<file path="config.mk">
export PLATFORM = sky130hd
export DESIGN_NAME = timer16_capture_compare_irq
export DESIGN_NICKNAME = d
export VERILOG_FILES = /design/src/capture_filter.v /design/src/timer16_capture_compare_irq.v
export VERILOG_INCLUDE_DIRS = /design/src
export SDC_FILE = /design/constraint.sdc
export NUM_CORES = 1
export LEC_CHECK = 0
export ABC_CLOCK_PERIOD_IN_PS = 4450
export BUFFER_PORTS_ARGS = -buffer_cell sky130_fd_sc_hd__buf_4
export CAP_MARGIN = 20
export CORE_ASPECT_RATIO = 0.75
export CORE_MARGIN = 4
export CORE_UTILIZATION = 50
export DETAILED_ROUTE_END_ITERATION = 10
export MAX_ROUTING_LAYER = met4
export PLACE_DENSITY = 0.7
export SYNTH_ARGS = -nofsm -noshare
export SYNTH_HDL_FRONTEND = slang
export SYNTH_SLANG_ARGS = --single-unit
</file>
<file path="constraint.sdc">
create_clock -name clock -period 4.45 [get_ports clock]
set_input_delay 0.2225 -clock clock [delete_from_list [all_inputs] [get_ports clock]]
set_output_delay 0.2225 -clock clock [all_outputs]
set_load 0.02 [all_outputs]
</file>
<file path="src/timer16_map.vh">
// Register map, field positions, reset values and timing constants of the 16-bit timer register block
//
// Behaviour
// [RQ1] Hold a 16-bit compare-B value and compare it with the counter continuously.
// [RQ2] Compare-value writes update both bytes at once through the shared high-byte latch.
// [RQ3] On a qualified pin or comparator event, copy the counter into capture value.
// [RQ4] Capture value reads atomically; high byte comes through the shared latch.
// [RQ5] Capture value can serve as counter TOP in modes that select it.
// [RQ6] Capture interrupt requested when enable bit 5, global enable and flag are set.
// [RQ7] Compare-A interrupt requested when enable bit 4, global enable and flag are set.
// [RQ8] Compare-B interrupt requested when enable bit 3, global enable and flag are set.
// [RQ9] Overflow interrupt requested when enable bit 2, global enable and flag are set.
// [RQ10] Capture event sets the capture flag, bit 5 of the flag register.
// [RQ11] With capture value as TOP, capture flag sets when counter reaches TOP.
// [RQ12] Compare-A flag, bit 4, sets one timer clock after counter equals compare-A.
// [RQ13] Compare-B flag, bit 3, sets one timer clock after counter equals compare-B.
// [RQ14] Forced compare strobes act on the output but never set compare flags.
// [RQ15] Overflow flag, bit 2, sets at overflow per mode table.
// [RQ16] Flags clear on vector execution or when software writes a one.
// [RQ17] With capture value as TOP, the capture pin is disconnected.
// [RQ18] Edge select zero picks falling, one picks rising capture edge.
// [RQ19] Noise filter changes output only after four equal successive samples; the filter here needs five (four held plus the current one).
// [RQ20] A counter write blocks every compare match on the following timer clock.
// [RQ21] Write high byte first into latch; low write commits; low read latches high.
// [RQ22] Reserved bit 1 of mask and flag registers reads zero, ignores writes.
`ifndef TIMER16_MAP_VH
`define TIMER16_MAP_VH
// Word offsets on the register bus
`define OFS_CNT_LO 4'h0
`define OFS_CNT_HI 4'h1
`define OFS_CMPA_LO 4'h2
`define OFS_CMPA_HI 4'h3
`define OFS_CMPB_LO 4'h4
`define OFS_CMPB_HI 4'h5
`define OFS_CAP_LO 4'h6
`define OFS_CAP_HI 4'h7
`define OFS_MASK 4'h8
`define OFS_FLAGS 4'h9
`define OFS_CTRL 4'ha
`define OFS_ACK 4'hb
// Bit positions in mask and flag registers
`define BIT_CAP 5
`define BIT_CMPA 4
`define BIT_CMPB 3
`define BIT_OVF 2
`define IRQ_BITS_MASK 8'h3c
// Control register fields
`define CTRL_WGM_LSB 0
`define CTRL_RUN 4
`define CTRL_EDGE 5
`define CTRL_FILT 6
`define CTRL_ACSEL 7
`define CTRL_FOCA 8
`define CTRL_FOCB 9
`define CTRL_RESET 10'h000
`define MASK_RESET 8'h00
`define FLAGS_RESET 8'h00
// Noise filter history length; the current sample makes one more
`define FILTER_SAMPLES 4
`endif

</file>
<file path="src/capture_filter.v">
// Capture input noise filter: output changes after a run of equal samples
`timescale 1ns/1ns
module capture_filter #(
	parameter SAMPLES = 4
) (
	// Clock and reset
	input wire clock,
	input wire reset,
	// Sampled input and control
	input wire sampleIn,
	input wire filterOn,
	// Filtered level
	output reg levelOut
);
	reg [SAMPLES-1:0] history_reg;
	wire allHigh;
	wire allLow;

	assign allHigh = &{history_reg, sampleIn};
	assign allLow = ~|{history_reg, sampleIn};

	// Shift samples; with the filter on, follow only a full run of equal values
	always @(posedge clock or posedge reset) begin
		if (reset) begin
			history_reg <= {SAMPLES{1'b0}};
			levelOut <= 1'b0;
		end else begin
			history_reg <= {history_reg[SAMPLES-2:0], sampleIn};
			if (!filterOn)
				levelOut <= sampleIn;
			else if (allHigh) // see [RQ19]
				levelOut <= 1'b1;
			else if (allLow)
				levelOut <= 1'b0;
		end
	end
endmodule

</file>
<file path="src/timer16_capture_compare_irq.v">
// 16-bit timer with capture, two compares, shared high-byte latch and interrupt flags
//
// The Avalon-MM register port and the placing of the registers are this design's own decisions.
`timescale 1ns/1ns
`include "timer16_map.vh"
module timer16_capture_compare_irq #(
	parameter WIDTH = 16
) (
	// Clock and reset
	input wire clock,
	input wire reset,
	// Avalon-MM slave
	input wire [3:0] address,
	input wire read,
	input wire write,
	input wire [31:0] writedata,
	output reg [31:0] readdata,
	output reg waitrequest,
	// Timer tick and capture sources
	input wire timerTick,
	input wire capture_input_pin,
	input wire comparatorIn,
	// Interrupt controller side
	input wire globalIrqEnable,
	input wire [3:0] vectorAck,
	output reg captureIrq,
	output reg compareAIrq,
	output reg compareBIrq,
	output reg overflowIrq,
	// Match strobes towards the waveform generator
	output reg matchAOut,
	output reg matchBOut
);
	localparam [WIDTH-1:0] ALL_ONES = {WIDTH{1'b1}};
	localparam [WIDTH-1:0] ZERO = {WIDTH{1'b0}};

	reg [WIDTH-1:0] counter_value_reg;
	reg countDown_reg;
	reg [WIDTH-1:0] compare_value_a_reg;
	reg [WIDTH-1:0] compare_value_b_reg;
	reg [WIDTH-1:0] capture_value_reg;
	reg [7:0] highLatch_reg;
	reg [7:0] timer_irq_enable_mask;
	reg [7:0] timer_irq_flags;
	reg [9:0] control_reg;
	reg blockMatch_reg;
	reg matchA_reg;
	reg matchB_reg;
	reg pinSync1_reg;
	reg pinSync2_reg;
	reg cmpSync1_reg;
	reg cmpSync2_reg;
	reg capLevelPrev_reg;
	reg accessDone_reg;
	wire capFiltered;
	wire [3:0] mode;
	wire captureIsTop;
	wire [WIDTH-1:0] topValue;
	wire atTop;
	wire atMax;
	wire atBottom;
	wire dualSlope;
	wire capSource;
	wire capEdge;
	wire captureEvent;
	wire busWrite;
	wire busRead;
	wire cntWrite;
	wire [7:0] setFlags;
	wire [7:0] clrFlags;
	reg overflowEvent;
	reg [WIDTH-1:0] counter_next;
	reg countDown_next;

	// Decodes a bus offset, used only by the counter write and flag clear paths
	function isOffset;
		input [3:0] addr;
		input [3:0] ofs;
		begin
			isOffset = (addr == ofs);
		end
	endfunction

	// Top value per waveform mode
	function [WIDTH-1:0] topOf;
		input [3:0] m;
		input [WIDTH-1:0] cmpA;
		input [WIDTH-1:0] cap;
		begin
			case (m)
				4'h1, 4'h5: topOf = {{(WIDTH-8){1'b0}}, 8'hff};
				4'h2, 4'h6: topOf = {{(WIDTH-9){1'b0}}, 9'h1ff};
				4'h3, 4'h7: topOf = {{(WIDTH-10){1'b0}}, 10'h3ff};
				4'h4, 4'h9, 4'hb, 4'hf: topOf = cmpA;
				4'h8, 4'ha, 4'hc, 4'he: topOf = cap;
				default: topOf = ALL_ONES;
			endcase
		end
	endfunction

	assign mode = control_reg[`CTRL_WGM_LSB+3:`CTRL_WGM_LSB];
	// Capture value as TOP in modes 8, 10, 12, 14
	assign captureIsTop = (mode == 4'h8) || (mode == 4'ha) || (mode == 4'hc) || (mode == 4'he); // see [RQ5]
	assign topValue = topOf(mode, compare_value_a_reg, capture_value_reg); // see [RQ5]
	assign dualSlope = (mode == 4'h1) || (mode == 4'h2) || (mode == 4'h3) ||
		((mode >= 4'h8) && (mode <= 4'hb));
	assign atTop = (counter_value_reg == topValue);
	assign atMax = (counter_value_reg == ALL_ONES);
	assign atBottom = (counter_value_reg == ZERO);

	// A write lands only at the edge where the master samples waitrequest low
	assign busWrite = write && accessDone_reg;
	assign busRead = read && !accessDone_reg;
	assign cntWrite = busWrite && isOffset(address, `OFS_CNT_LO);

	// Synchronise external capture sources before any logic reads them
	always @(posedge clock or posedge reset) begin
		if (reset) begin
			pinSync1_reg <= 1'b0;
			pinSync2_reg <= 1'b0;
			cmpSync1_reg <= 1'b0;
			cmpSync2_reg <= 1'b0;
		end else begin
			pinSync1_reg <= capture_input_pin;
			pinSync2_reg <= pinSync1_reg;
			cmpSync1_reg <= comparatorIn;
			cmpSync2_reg <= cmpSync1_reg;
		end
	end

	assign capSource = control_reg[`CTRL_ACSEL] ? cmpSync2_reg : pinSync2_reg;

	capture_filter #(
		.SAMPLES(`FILTER_SAMPLES)
	) filterInst (
		.clock(clock),
		.reset(reset),
		.sampleIn(capSource),
		.filterOn(control_reg[`CTRL_FILT]),
		.levelOut(capFiltered)
	);

	// Edge select: one rising, zero falling; pin is disconnected when capture is TOP
	assign capEdge = control_reg[`CTRL_EDGE] ? (capFiltered && !capLevelPrev_reg)
		: (!capFiltered && capLevelPrev_reg); // see [RQ18]
	assign captureEvent = capEdge && !captureIsTop; // see [RQ17]

	// Counter sequencing: CPU write has priority over counting
	always @* begin
		counter_next = counter_value_reg;
		countDown_next = countDown_reg;
		overflowEvent = 1'b0;
		if (timerTick && control_reg[`CTRL_RUN]) begin
			if (dualSlope) begin
				if (countDown_reg) begin
					if (atBottom) begin
						countDown_next = 1'b0;
						counter_next = counter_value_reg + 1'b1;
					end else begin
						counter_next = counter_value_reg - 1'b1;
					end
				end else if (atTop) begin
					countDown_next = 1'b1;
					counter_next = counter_value_reg - 1'b1;
				end else begin
					counter_next = counter_value_reg + 1'b1;
				end
				overflowEvent = countDown_reg && atBottom;
			end else if (atTop && (mode != 4'h0)) begin
				counter_next = ZERO;
				// Fast PWM flags at TOP, clear-on-match flags at MAX
				overflowEvent = (mode == 4'h4 || mode == 4'hc) ? atMax : 1'b1;
			end else begin
				counter_next = counter_value_reg + 1'b1;
				overflowEvent = atMax; // see [RQ15]
			end
		end
		if (cntWrite) begin
			counter_next = {highLatch_reg, writedata[7:0]}; // see [RQ21]
			countDown_next = 1'b0;
		end
	end

	// Compare stage: a match is registered and flagged one timer clock later
	always @(posedge clock or posedge reset) begin
		if (reset) begin
			counter_value_reg <= ZERO;
			countDown_reg <= 1'b0;
			blockMatch_reg <= 1'b0;
			matchA_reg <= 1'b0;
			matchB_reg <= 1'b0;
			capLevelPrev_reg <= 1'b0;
		end else begin
			counter_value_reg <= counter_next;
			countDown_reg <= countDown_next;
			capLevelPrev_reg <= capFiltered;
			// A counter write holds off matches until the next timer clock has passed
			if (cntWrite)
				blockMatch_reg <= 1'b1; // see [RQ20]
			else if (timerTick)
				blockMatch_reg <= 1'b0;
			matchA_reg <= timerTick && !blockMatch_reg && !cntWrite &&
				(counter_value_reg == compare_value_a_reg); // see [RQ12]
			matchB_reg <= timerTick && !blockMatch_reg && !cntWrite &&
				(counter_value_reg == compare_value_b_reg); // see [RQ1] [RQ13]
		end
	end

	// Flag set and clear; a set arriving with a clear wins
	assign setFlags[`BIT_CAP] = captureEvent || (captureIsTop && timerTick && control_reg[`CTRL_RUN] &&
		atTop); // see [RQ10] [RQ11]
	assign setFlags[`BIT_CMPA] = matchA_reg; // see [RQ14]
	assign setFlags[`BIT_CMPB] = matchB_reg; // see [RQ14]
	assign setFlags[`BIT_OVF] = overflowEvent;
	assign setFlags[7:6] = 2'b00;
	assign setFlags[1:0] = 2'b00;
	assign clrFlags = (busWrite && isOffset(address, `OFS_FLAGS) ? writedata[7:0] : 8'h00) |
		{2'b00, vectorAck, 2'b00}; // see [RQ16]

	// Register writes, capture loading and the shared high-byte latch
	always @(posedge clock or posedge reset) begin
		if (reset) begin
			compare_value_a_reg <= ZERO;
			compare_value_b_reg <= ZERO;
			capture_value_reg <= ZERO;
			highLatch_reg <= 8'h00;
			timer_irq_enable_mask <= `MASK_RESET;
			timer_irq_flags <= `FLAGS_RESET;
			control_reg <= `CTRL_RESET;
		end else begin
			timer_irq_flags <= ((timer_irq_flags & ~clrFlags) | setFlags) & `IRQ_BITS_MASK; // see [RQ22]
			if (captureEvent)
				capture_value_reg <= counter_value_reg; // see [RQ3]
			// Force strobes are self-clearing and stay stored for one cycle only
			control_reg[`CTRL_FOCB:`CTRL_FOCA] <= 2'b00;
			if (busWrite) begin
				case (address)
					`OFS_CNT_HI, `OFS_CMPA_HI, `OFS_CMPB_HI, `OFS_CAP_HI:
						highLatch_reg <= writedata[7:0]; // see [RQ2] [RQ21]
					`OFS_CMPA_LO:
						compare_value_a_reg <= {highLatch_reg, writedata[7:0]};
					`OFS_CMPB_LO:
						compare_value_b_reg <= {highLatch_reg, writedata[7:0]}; // see [RQ2]
					`OFS_CAP_LO:
						if (!captureEvent)
							capture_value_reg <= {highLatch_reg, writedata[7:0]};
					`OFS_MASK:
						timer_irq_enable_mask <= writedata[7:0] & `IRQ_BITS_MASK; // see [RQ22]
					`OFS_CTRL:
						control_reg <= writedata[9:0];
					default: begin
					end
				endcase
			end else if (busRead) begin
				// Low-byte read freezes the high byte for the following high-byte read
				case (address)
					`OFS_CNT_LO: highLatch_reg <= counter_value_reg[15:8];
					`OFS_CMPA_LO: highLatch_reg <= compare_value_a_reg[15:8];
					`OFS_CMPB_LO: highLatch_reg <= compare_value_b_reg[15:8];
					`OFS_CAP_LO: highLatch_reg <= capture_value_reg[15:8]; // see [RQ4]
					default: begin
					end
				endcase
			end
		end
	end

	// Bus answer: waitrequest high until the access edge, then one cycle low
	always @(posedge clock or posedge reset) begin
		if (reset) begin
			accessDone_reg <= 1'b0;
			waitrequest <= 1'b1;
			readdata <= 32'h00000000;
		end else begin
			accessDone_reg <= (read || write) && !accessDone_reg;
			waitrequest <= !((read || write) && !accessDone_reg);
			if (busRead) begin
				case (address)
					`OFS_CNT_LO: readdata <= {24'h000000, counter_value_reg[7:0]};
					`OFS_CMPA_LO: readdata <= {24'h000000, compare_value_a_reg[7:0]};
					`OFS_CMPB_LO: readdata <= {24'h000000, compare_value_b_reg[7:0]};
					`OFS_CAP_LO: readdata <= {24'h000000, capture_value_reg[7:0]};
					`OFS_CNT_HI, `OFS_CMPA_HI, `OFS_CMPB_HI, `OFS_CAP_HI:
						readdata <= {24'h000000, highLatch_reg}; // see [RQ4]
					`OFS_MASK: readdata <= {24'h000000, timer_irq_enable_mask};
					`OFS_FLAGS: readdata <= {24'h000000, timer_irq_flags};
					`OFS_CTRL: readdata <= {22'h000000, 2'b00, control_reg[7:0]};
					default: readdata <= 32'h00000000;
				endcase
			end
		end
	end

	// Interrupt requests and match strobes, all registered
	always @(posedge clock or posedge reset) begin
		if (reset) begin
			captureIrq <= 1'b0;
			compareAIrq <= 1'b0;
			compareBIrq <= 1'b0;
			overflowIrq <= 1'b0;
			matchAOut <= 1'b0;
			matchBOut <= 1'b0;
		end else begin
			captureIrq <= globalIrqEnable && timer_irq_enable_mask[`BIT_CAP] && timer_irq_flags[`BIT_CAP]; // see [RQ6]
			compareAIrq <= globalIrqEnable && timer_irq_enable_mask[`BIT_CMPA] &&
				timer_irq_flags[`BIT_CMPA]; // see [RQ7]
			compareBIrq <= globalIrqEnable && timer_irq_enable_mask[`BIT_CMPB] &&
				timer_irq_flags[`BIT_CMPB]; // see [RQ8]
			overflowIrq <= globalIrqEnable && timer_irq_enable_mask[`BIT_OVF] && timer_irq_flags[`BIT_OVF]; // see [RQ9]
			// Forced strobes drive the waveform side like a match but bypass the flags
			matchAOut <= matchA_reg || control_reg[`CTRL_FOCA]; // see [RQ14]
			matchBOut <= matchB_reg || control_reg[`CTRL_FOCB]; // see [RQ14]
		end
	end
endmodule

</file>
# [Word level (Yosys, flattened, before mapping)]
# Cells that the tools add are included.
[word_totals] register_bits=144 output_inout_bits=39 word_cells=171
[op_classes] add_sub_neg=2 n_lt_le_gt_ge=2 n_eq_ne=30 mux=37 bitwise=4 reduce_logical=67
[op_table] cell="$mux W16" n=11
[op_table] cell="$pmux W16 S5" n=1
[op_table] cell="$pmux W8 S8" n=1
[op_table] cell="$eq A16 B16 Y1" n=3
[op_table] cell="$eq A4 B4 Y1 const B" n=10
[op_table] cell="$eq A4 B3 Y1 const B" n=8
[op_table] cell="$pmux W8 S4" n=1
[op_table] cell="$logic_and A1 B1 Y1" n=27
[op_table] cell="$mux W8" n=3
[op_table] cell="$mux W10" n=2
[op_table] cell="$mux W1" n=17
[op_table] cell="$add A16 B1 Y16 const B" n=1
[op_table] cell="$eq A16 B16 Y1 const B" n=1
[op_table] cell="$eq A4 B2 Y1 const B" n=4
[op_table] cell="$logic_not A16 Y1" n=1
[op_table] cell="$sub A16 B1 Y16 const B" n=1
[op_table] cell="$or A6 B6 Y6" n=2
[op_table] cell="$reduce_or A4 Y1" n=3
[op_table] cell="$logic_or A1 B1 Y1" n=11
[op_table] cell="$reduce_and A2 Y1" n=5
[op_table] cell="$eq A4 B1 Y1 const B" n=2
[op_table] cell="$reduce_bool A2 Y1" n=4
[op_table] cell="$logic_not A1 Y1" n=7
[op_table] cell="$and A6 B6 Y6" n=1
[op_table] cell="other kinds (13)" n=15

# [Logic depth before layout (Yosys ltp)]
[logic_depth] word_depth=10 ltp_mapped=13 depth_no_buf=11

# [Cells and area by module]
# Synthesis repeated with hierarchy kept, for this count alone.
[hier_totals] hier_cells=817 area_unflattened_um2=7588.5
[by_module_without_submodules] module="timer16_capture_compare_irq" n_inst=1 cells_per_inst=807 area_each_um2=7425.9 seq_area_each_um2=2879.0
[by_module_without_submodules] module="capture_filter" n_inst=1 cells_per_inst=10 area_each_um2=162.7 seq_area_each_um2=125.1

# [Least setup slack after synthesis]
# Ideal clock, no wire load.
[synth_timing] path_type="register to register" start="register control_reg[3]" end="register counter_value_reg[2]" setup_time_ps=131 t_arrival_ps=2918 t_required_ps=4319 setup_slack_ps=1400 stages_incl_launch_ff=12 n_path_buf=2 synth_period_minus_slack_ps=3050 cell_sequence="dfrtp_1 buf_6 or4b_1 buf_2 nor2_4 a211oi_1 a211oi_2 nand4_2 o41ai_4 a21boi_1 o211a_1 or3_1"
[synth_between] elab_chain_cells=9
[synth_rtl] item="from (decl)" line="timer16_capture_compare_irq.v:45" source="reg [9:0] control_reg;"
[synth_rtl] item="from (signal assigned)" line="timer16_capture_compare_irq.v:229" source="control_reg <= `CTRL_RESET;"
[synth_rtl] item="from (signal assigned)" line="timer16_capture_compare_irq.v:250" source="control_reg <= writedata[9:0];"
[synth_rtl] item="$eq A4 B4 Y1 (tied with other cells)" line="timer16_capture_compare_irq.v:90" source="case (m)"
[synth_rtl] item="$reduce_or A4 Y1 / $reduce_or A2 Y1 (equally long branches)" line="timer16_capture_compare_irq.v:90"
[synth_rtl] item="$pmux W16 S5" line="timer16_capture_compare_irq.v:90"
[synth_rtl] item="$eq A16 B16 Y1" line="timer16_capture_compare_irq.v:107" source="assign atTop = (counter_value_reg == topValue);"
[synth_rtl] item="$mux W16 / $logic_and A1 B1 Y1 (equally long branches)" line="timer16_capture_compare_irq.v:162, timer16_capture_compare_irq.v:169"
[synth_rtl] item="$mux W16, on equally long branches" line="timer16_capture_compare_irq.v:155, timer16_capture_compare_irq.v:169"
[synth_rtl] item="$mux W16 (*)" line="timer16_capture_compare_irq.v:154" source="if (dualSlope) begin"
[synth_rtl] item="$mux W16 (*)" line="timer16_capture_compare_irq.v:153" source="if (timerTick && control_reg[`CTRL_RUN]) begin"
[synth_rtl] item="$mux W16 (*)" line="timer16_capture_compare_irq.v:178" source="if (cntWrite) begin"
[synth_rtl] item="to (signal assigned)" line="timer16_capture_compare_irq.v:194" source="counter_value_reg <= counter_next;"
[synth_rtl] item="to (decl)" line="timer16_capture_compare_irq.v:37" source="reg [WIDTH-1:0] counter_value_reg;"
# Every way passes the cells marked *; elsewhere a longest branch is shown, timed or not. The select of a mux whose other input is x is not followed.
# A chain may end at the register's enable or synchronous reset.

# [Worst setup path after layout]
[layout_timing] start="register control_reg[0]" end="register counter_value_reg[7]"
# Same word-level chain as after synthesis.

==> flow_metrics.tcl <==
set metrics [dict create \
    num_io_pins 87 \
    grt_usage 0.3178 \
    core_area_um2 14600 \
    root_buffer "clkbuf_16" \
    status "finished clean" \
    drive_above_1_share 0.1949 \
    worstSkewPairLatency_ns 0.43 \
    synth-warning-count 0 \
    path_class "flip-flop to flip-flop" \
    yosysSeqAreaShare 0.3993 \
    synth_compound_area_frac 0.1966 \
    postCtsSetupRepairBufs 0 \
    start_util 0.5154 \
    synth_edf_count 0 \
    avgSynthCellArea_um2 9.108 \
    critPathLaunchType "flip-flop" \
    grt_max_degree 81 \
    startpoint "control_reg[0]$_DFFE_PP0P_" \
    finalClockSkew_ns 0.01837 \
    post_synth_num_cell_types 74 \
    hold_class "input port to flip-flop" \
    grt_util_met2 0.4325 \
    maxSlewViolCount 0 \
    muxShareOfSynthArea 0.1028 \
    slew-limit-headroom 0.2843 \
    worst_slew_pin_slew_ns 1.070 \
    synth_top_family_by_area "compound AO/OA/AOI/OAI gates" \
    numCtsBuffers 17 \
    max_freq_mhz 254.3 \
    grt_pass1_wl_um 39760 \
    antenna_found_initial 0 \
    reg2regPathDepth 10 \
    max-vdd-ir-drop_v 0.0003714 \
    ys_async_sr_fraction 1.000 \
    synth-adder-area-share 0.004989 \
    setup_violations 0 \
    area_growth_pct 13.90 \
    crit_fanout 15 \
    synth_xor_area_frac 0.05006 \
    overflow 0 \
    holdPathEnd "control_reg[9]$_DFF_PP0_" \
    yosysMostFrequentCell "dfrtp_1" \
    fp.dieArea_um2 17090 \
    final.period_utilization 0.8837 \
    fin_util 0.5871 \
    row_count 38 \
    hold_viol 0 \
    top_usage_layer "met1" \
    hold_path_depth 2 \
    cts_max_level 4 \
    period_needed_ns 3.932 \
    synth.area.top_cells "dfrtp_1 (40%), mux2_2 (7.5%), a21oi_1 (3.6%)" \
    num_antenna_cells 0 \
    grt_use_met3 0.08666 \
    vias_per_cell 6.520 \
    cp-end-kind "flip-flop" \
    drt-total-wl_um 25720 \
    die_width_um 149.6 \
    yosys-top-cells-count "dfrtp_1 (119), nor2_1 (65), a21oi_1 (54), nand2_1 (53), mux2_2 (50)" \
    dp_hpwl_um 18510 \
    num_vias 6957 \
    synthFlopType "dfrtp_1" \
    r2r-start "control_reg[0]$_DFFE_PP0P_" \
    grt_util_met1 0.4666 \
    drtAntennaViolNets 0 \
    synth_top_cell_area_share 0.3958 \
    r2r_slack_ns 0.52 \
    fin_area_um2 8569 \
    maxCapViolCount 0 \
    r2r_end "counter_value_reg[7]$_DFFE_PP0P_" \
    fin_nets 905 \
    hold_path.startpoint "writedata[9]" \
    ys_seq_elements 120 \
    cts_tree "done" \
    required_ns 4.81 \
    tns_ns 0 \
    synth_area_um2 7523 \
    wl_per_cell_um 24.10 \
    clk_pin_slew_ns 0.07 \
    p_per_area_nw_per_um2 572.9 \
    synthSimpleGateAreaFrac 0.1750 \
    clock_sinks 120 \
    synth_top_cell_by_area "dfrtp_1" \
    clock_path_buffers 2 \
    p_leak_nw 3.803 \
    drtPass1Iterations 6 \
    placed_cell_area_um2 7925 \
    grt_pass1_vias 6534 \
    drt-initial-drc-count 1081 \
    die_h_um 114.2 \
    gp_congestion 0.9775 \
    crit_arrival_ns 4.29 \
    netlist_instances 826 \
    drc_errors 0 \
    place.port_buffers 40 \
    rsz0062_at_grt "no" \
]
[timing repair]
item / in CTS / in global routing
resized for setup: 0 / 0
hold endpoints to repair: 3 / 22
hold buffers: 3 / 1
[per-layer routing]
metal / share of wire / wire (um) / vias up
li1: - / - / 3032
met5: 0 / 0 / -
met3: 0.11 / 2937 / 43
met1: 0.44 / 11380 / 3429
met4: 0.019 / 487 / 0
met2: 0.42 / 10910 / 453
[through the flow]
stage          total power [W]  setup WS, ns  hold slack, ns  std cells
3_5_place_dp          0.003489        0.6273          0.3337       1030
3_3_place_gp          0.003444        0.7110          0.3316       1030
6_report              0.004910        0.5176         0.01152       1067
4_1_cts               0.004858        0.6185        0.004166       1065
5_1_grt               0.005156        0.3730        0.005945       1067
2_1_floorplan         0.002913         1.043          0.2539        849
[kinds of logic (layout without fill, tap and decap cells)]
family,after synthesis,after routing
compound gates,221,221
xor+xnor,43,43
fa+ha+maj,3,3
buf+inv,110,128
flops,120,120
mux,71,71
other cells,1,24
simple gates,257,257
[cell type report]
class	instances	area, um2
clock buffers	17	425.4
clock inverters	15	151.4
fillers	1330	6027
inverters	27	103.9
multi-input cells	619	4086
flip-flops and latches	120	3004
well taps	200	250.2
repair buffers	69	548.0
[critical path, cell delays in order, from the launching register on]
cell	delay [ns]
dfrtp_1	0.68
buf_4	0.25
nor3_1	0.06
o21ai_0	0.43
o32ai_1	0.20
a2111oi_1	0.36
nand4_2	0.28
o41a_1	0.66
or4_1	0.55
a211o_1	0.31
nand3_1	0.06
[worst max path at each step]
stage	to	slack [ns]	cells after the start
5_1_grt	counter_value_reg[7]$_DFFE_PP0P_	0.37	10
4_1_cts	counter_value_reg[7]$_DFFE_PP0P_	0.62	9
3_5_place_dp	counter_value_reg[7]$_DFFE_PP0P_	0.63	9
2_1_floorplan	accessDone_reg$_DFF_PP0_	1.04	1
3_3_place_gp	counter_value_reg[7]$_DFFE_PP0P_	0.71	9
6_report	counter_value_reg[7]$_DFFE_PP0P_	0.52	10
[cell usage in the layout, fill, tap and decap left out, types with 4 or more instances in the layout]
master,n
or3_1,7
or4_1,5
inv_6,8
buf_4,64
o21ai_0,47
conb_1,24
nor2b_1,5
dlygate4sd3_1,4
a22o_1,13
a211o_1,5
nor4_1,13
a211oi_1,6
o22ai_1,6
xor2_1,24
a21oi_1,54
a31o_2,4
nor2_1,65
nand2b_1,10
a31oi_1,12
mux2_2,50
and3_1,9
a222oi_1,6
nor3_1,24
nand2_1,53
nand3_1,23
inv_1,25
dfrtp_1,119
a221oi_1,4
and2_1,7
o31ai_1,5
nand4_1,12
clkbuf_16,17
a22oi_1,20
mux2i_1,21
o211ai_1,9
xnor2_1,19
[power by group]
| group | internal, W | leakage, nW | total (W) | switching, W |
|---|---|---|---|---|
| registers | 0.00138 | 1.51 | 0.00191 | 0.000535 |
| clock network | 0.000788 | 0.280 | 0.00136 | 0.000572 |
| logic | 0.000697 | 2.01 | 0.00164 | 0.000941 |
| total | 0.00286 | 3.80 | 0.00491 | 0.00205 |
(Power assumes the default switching activity.)
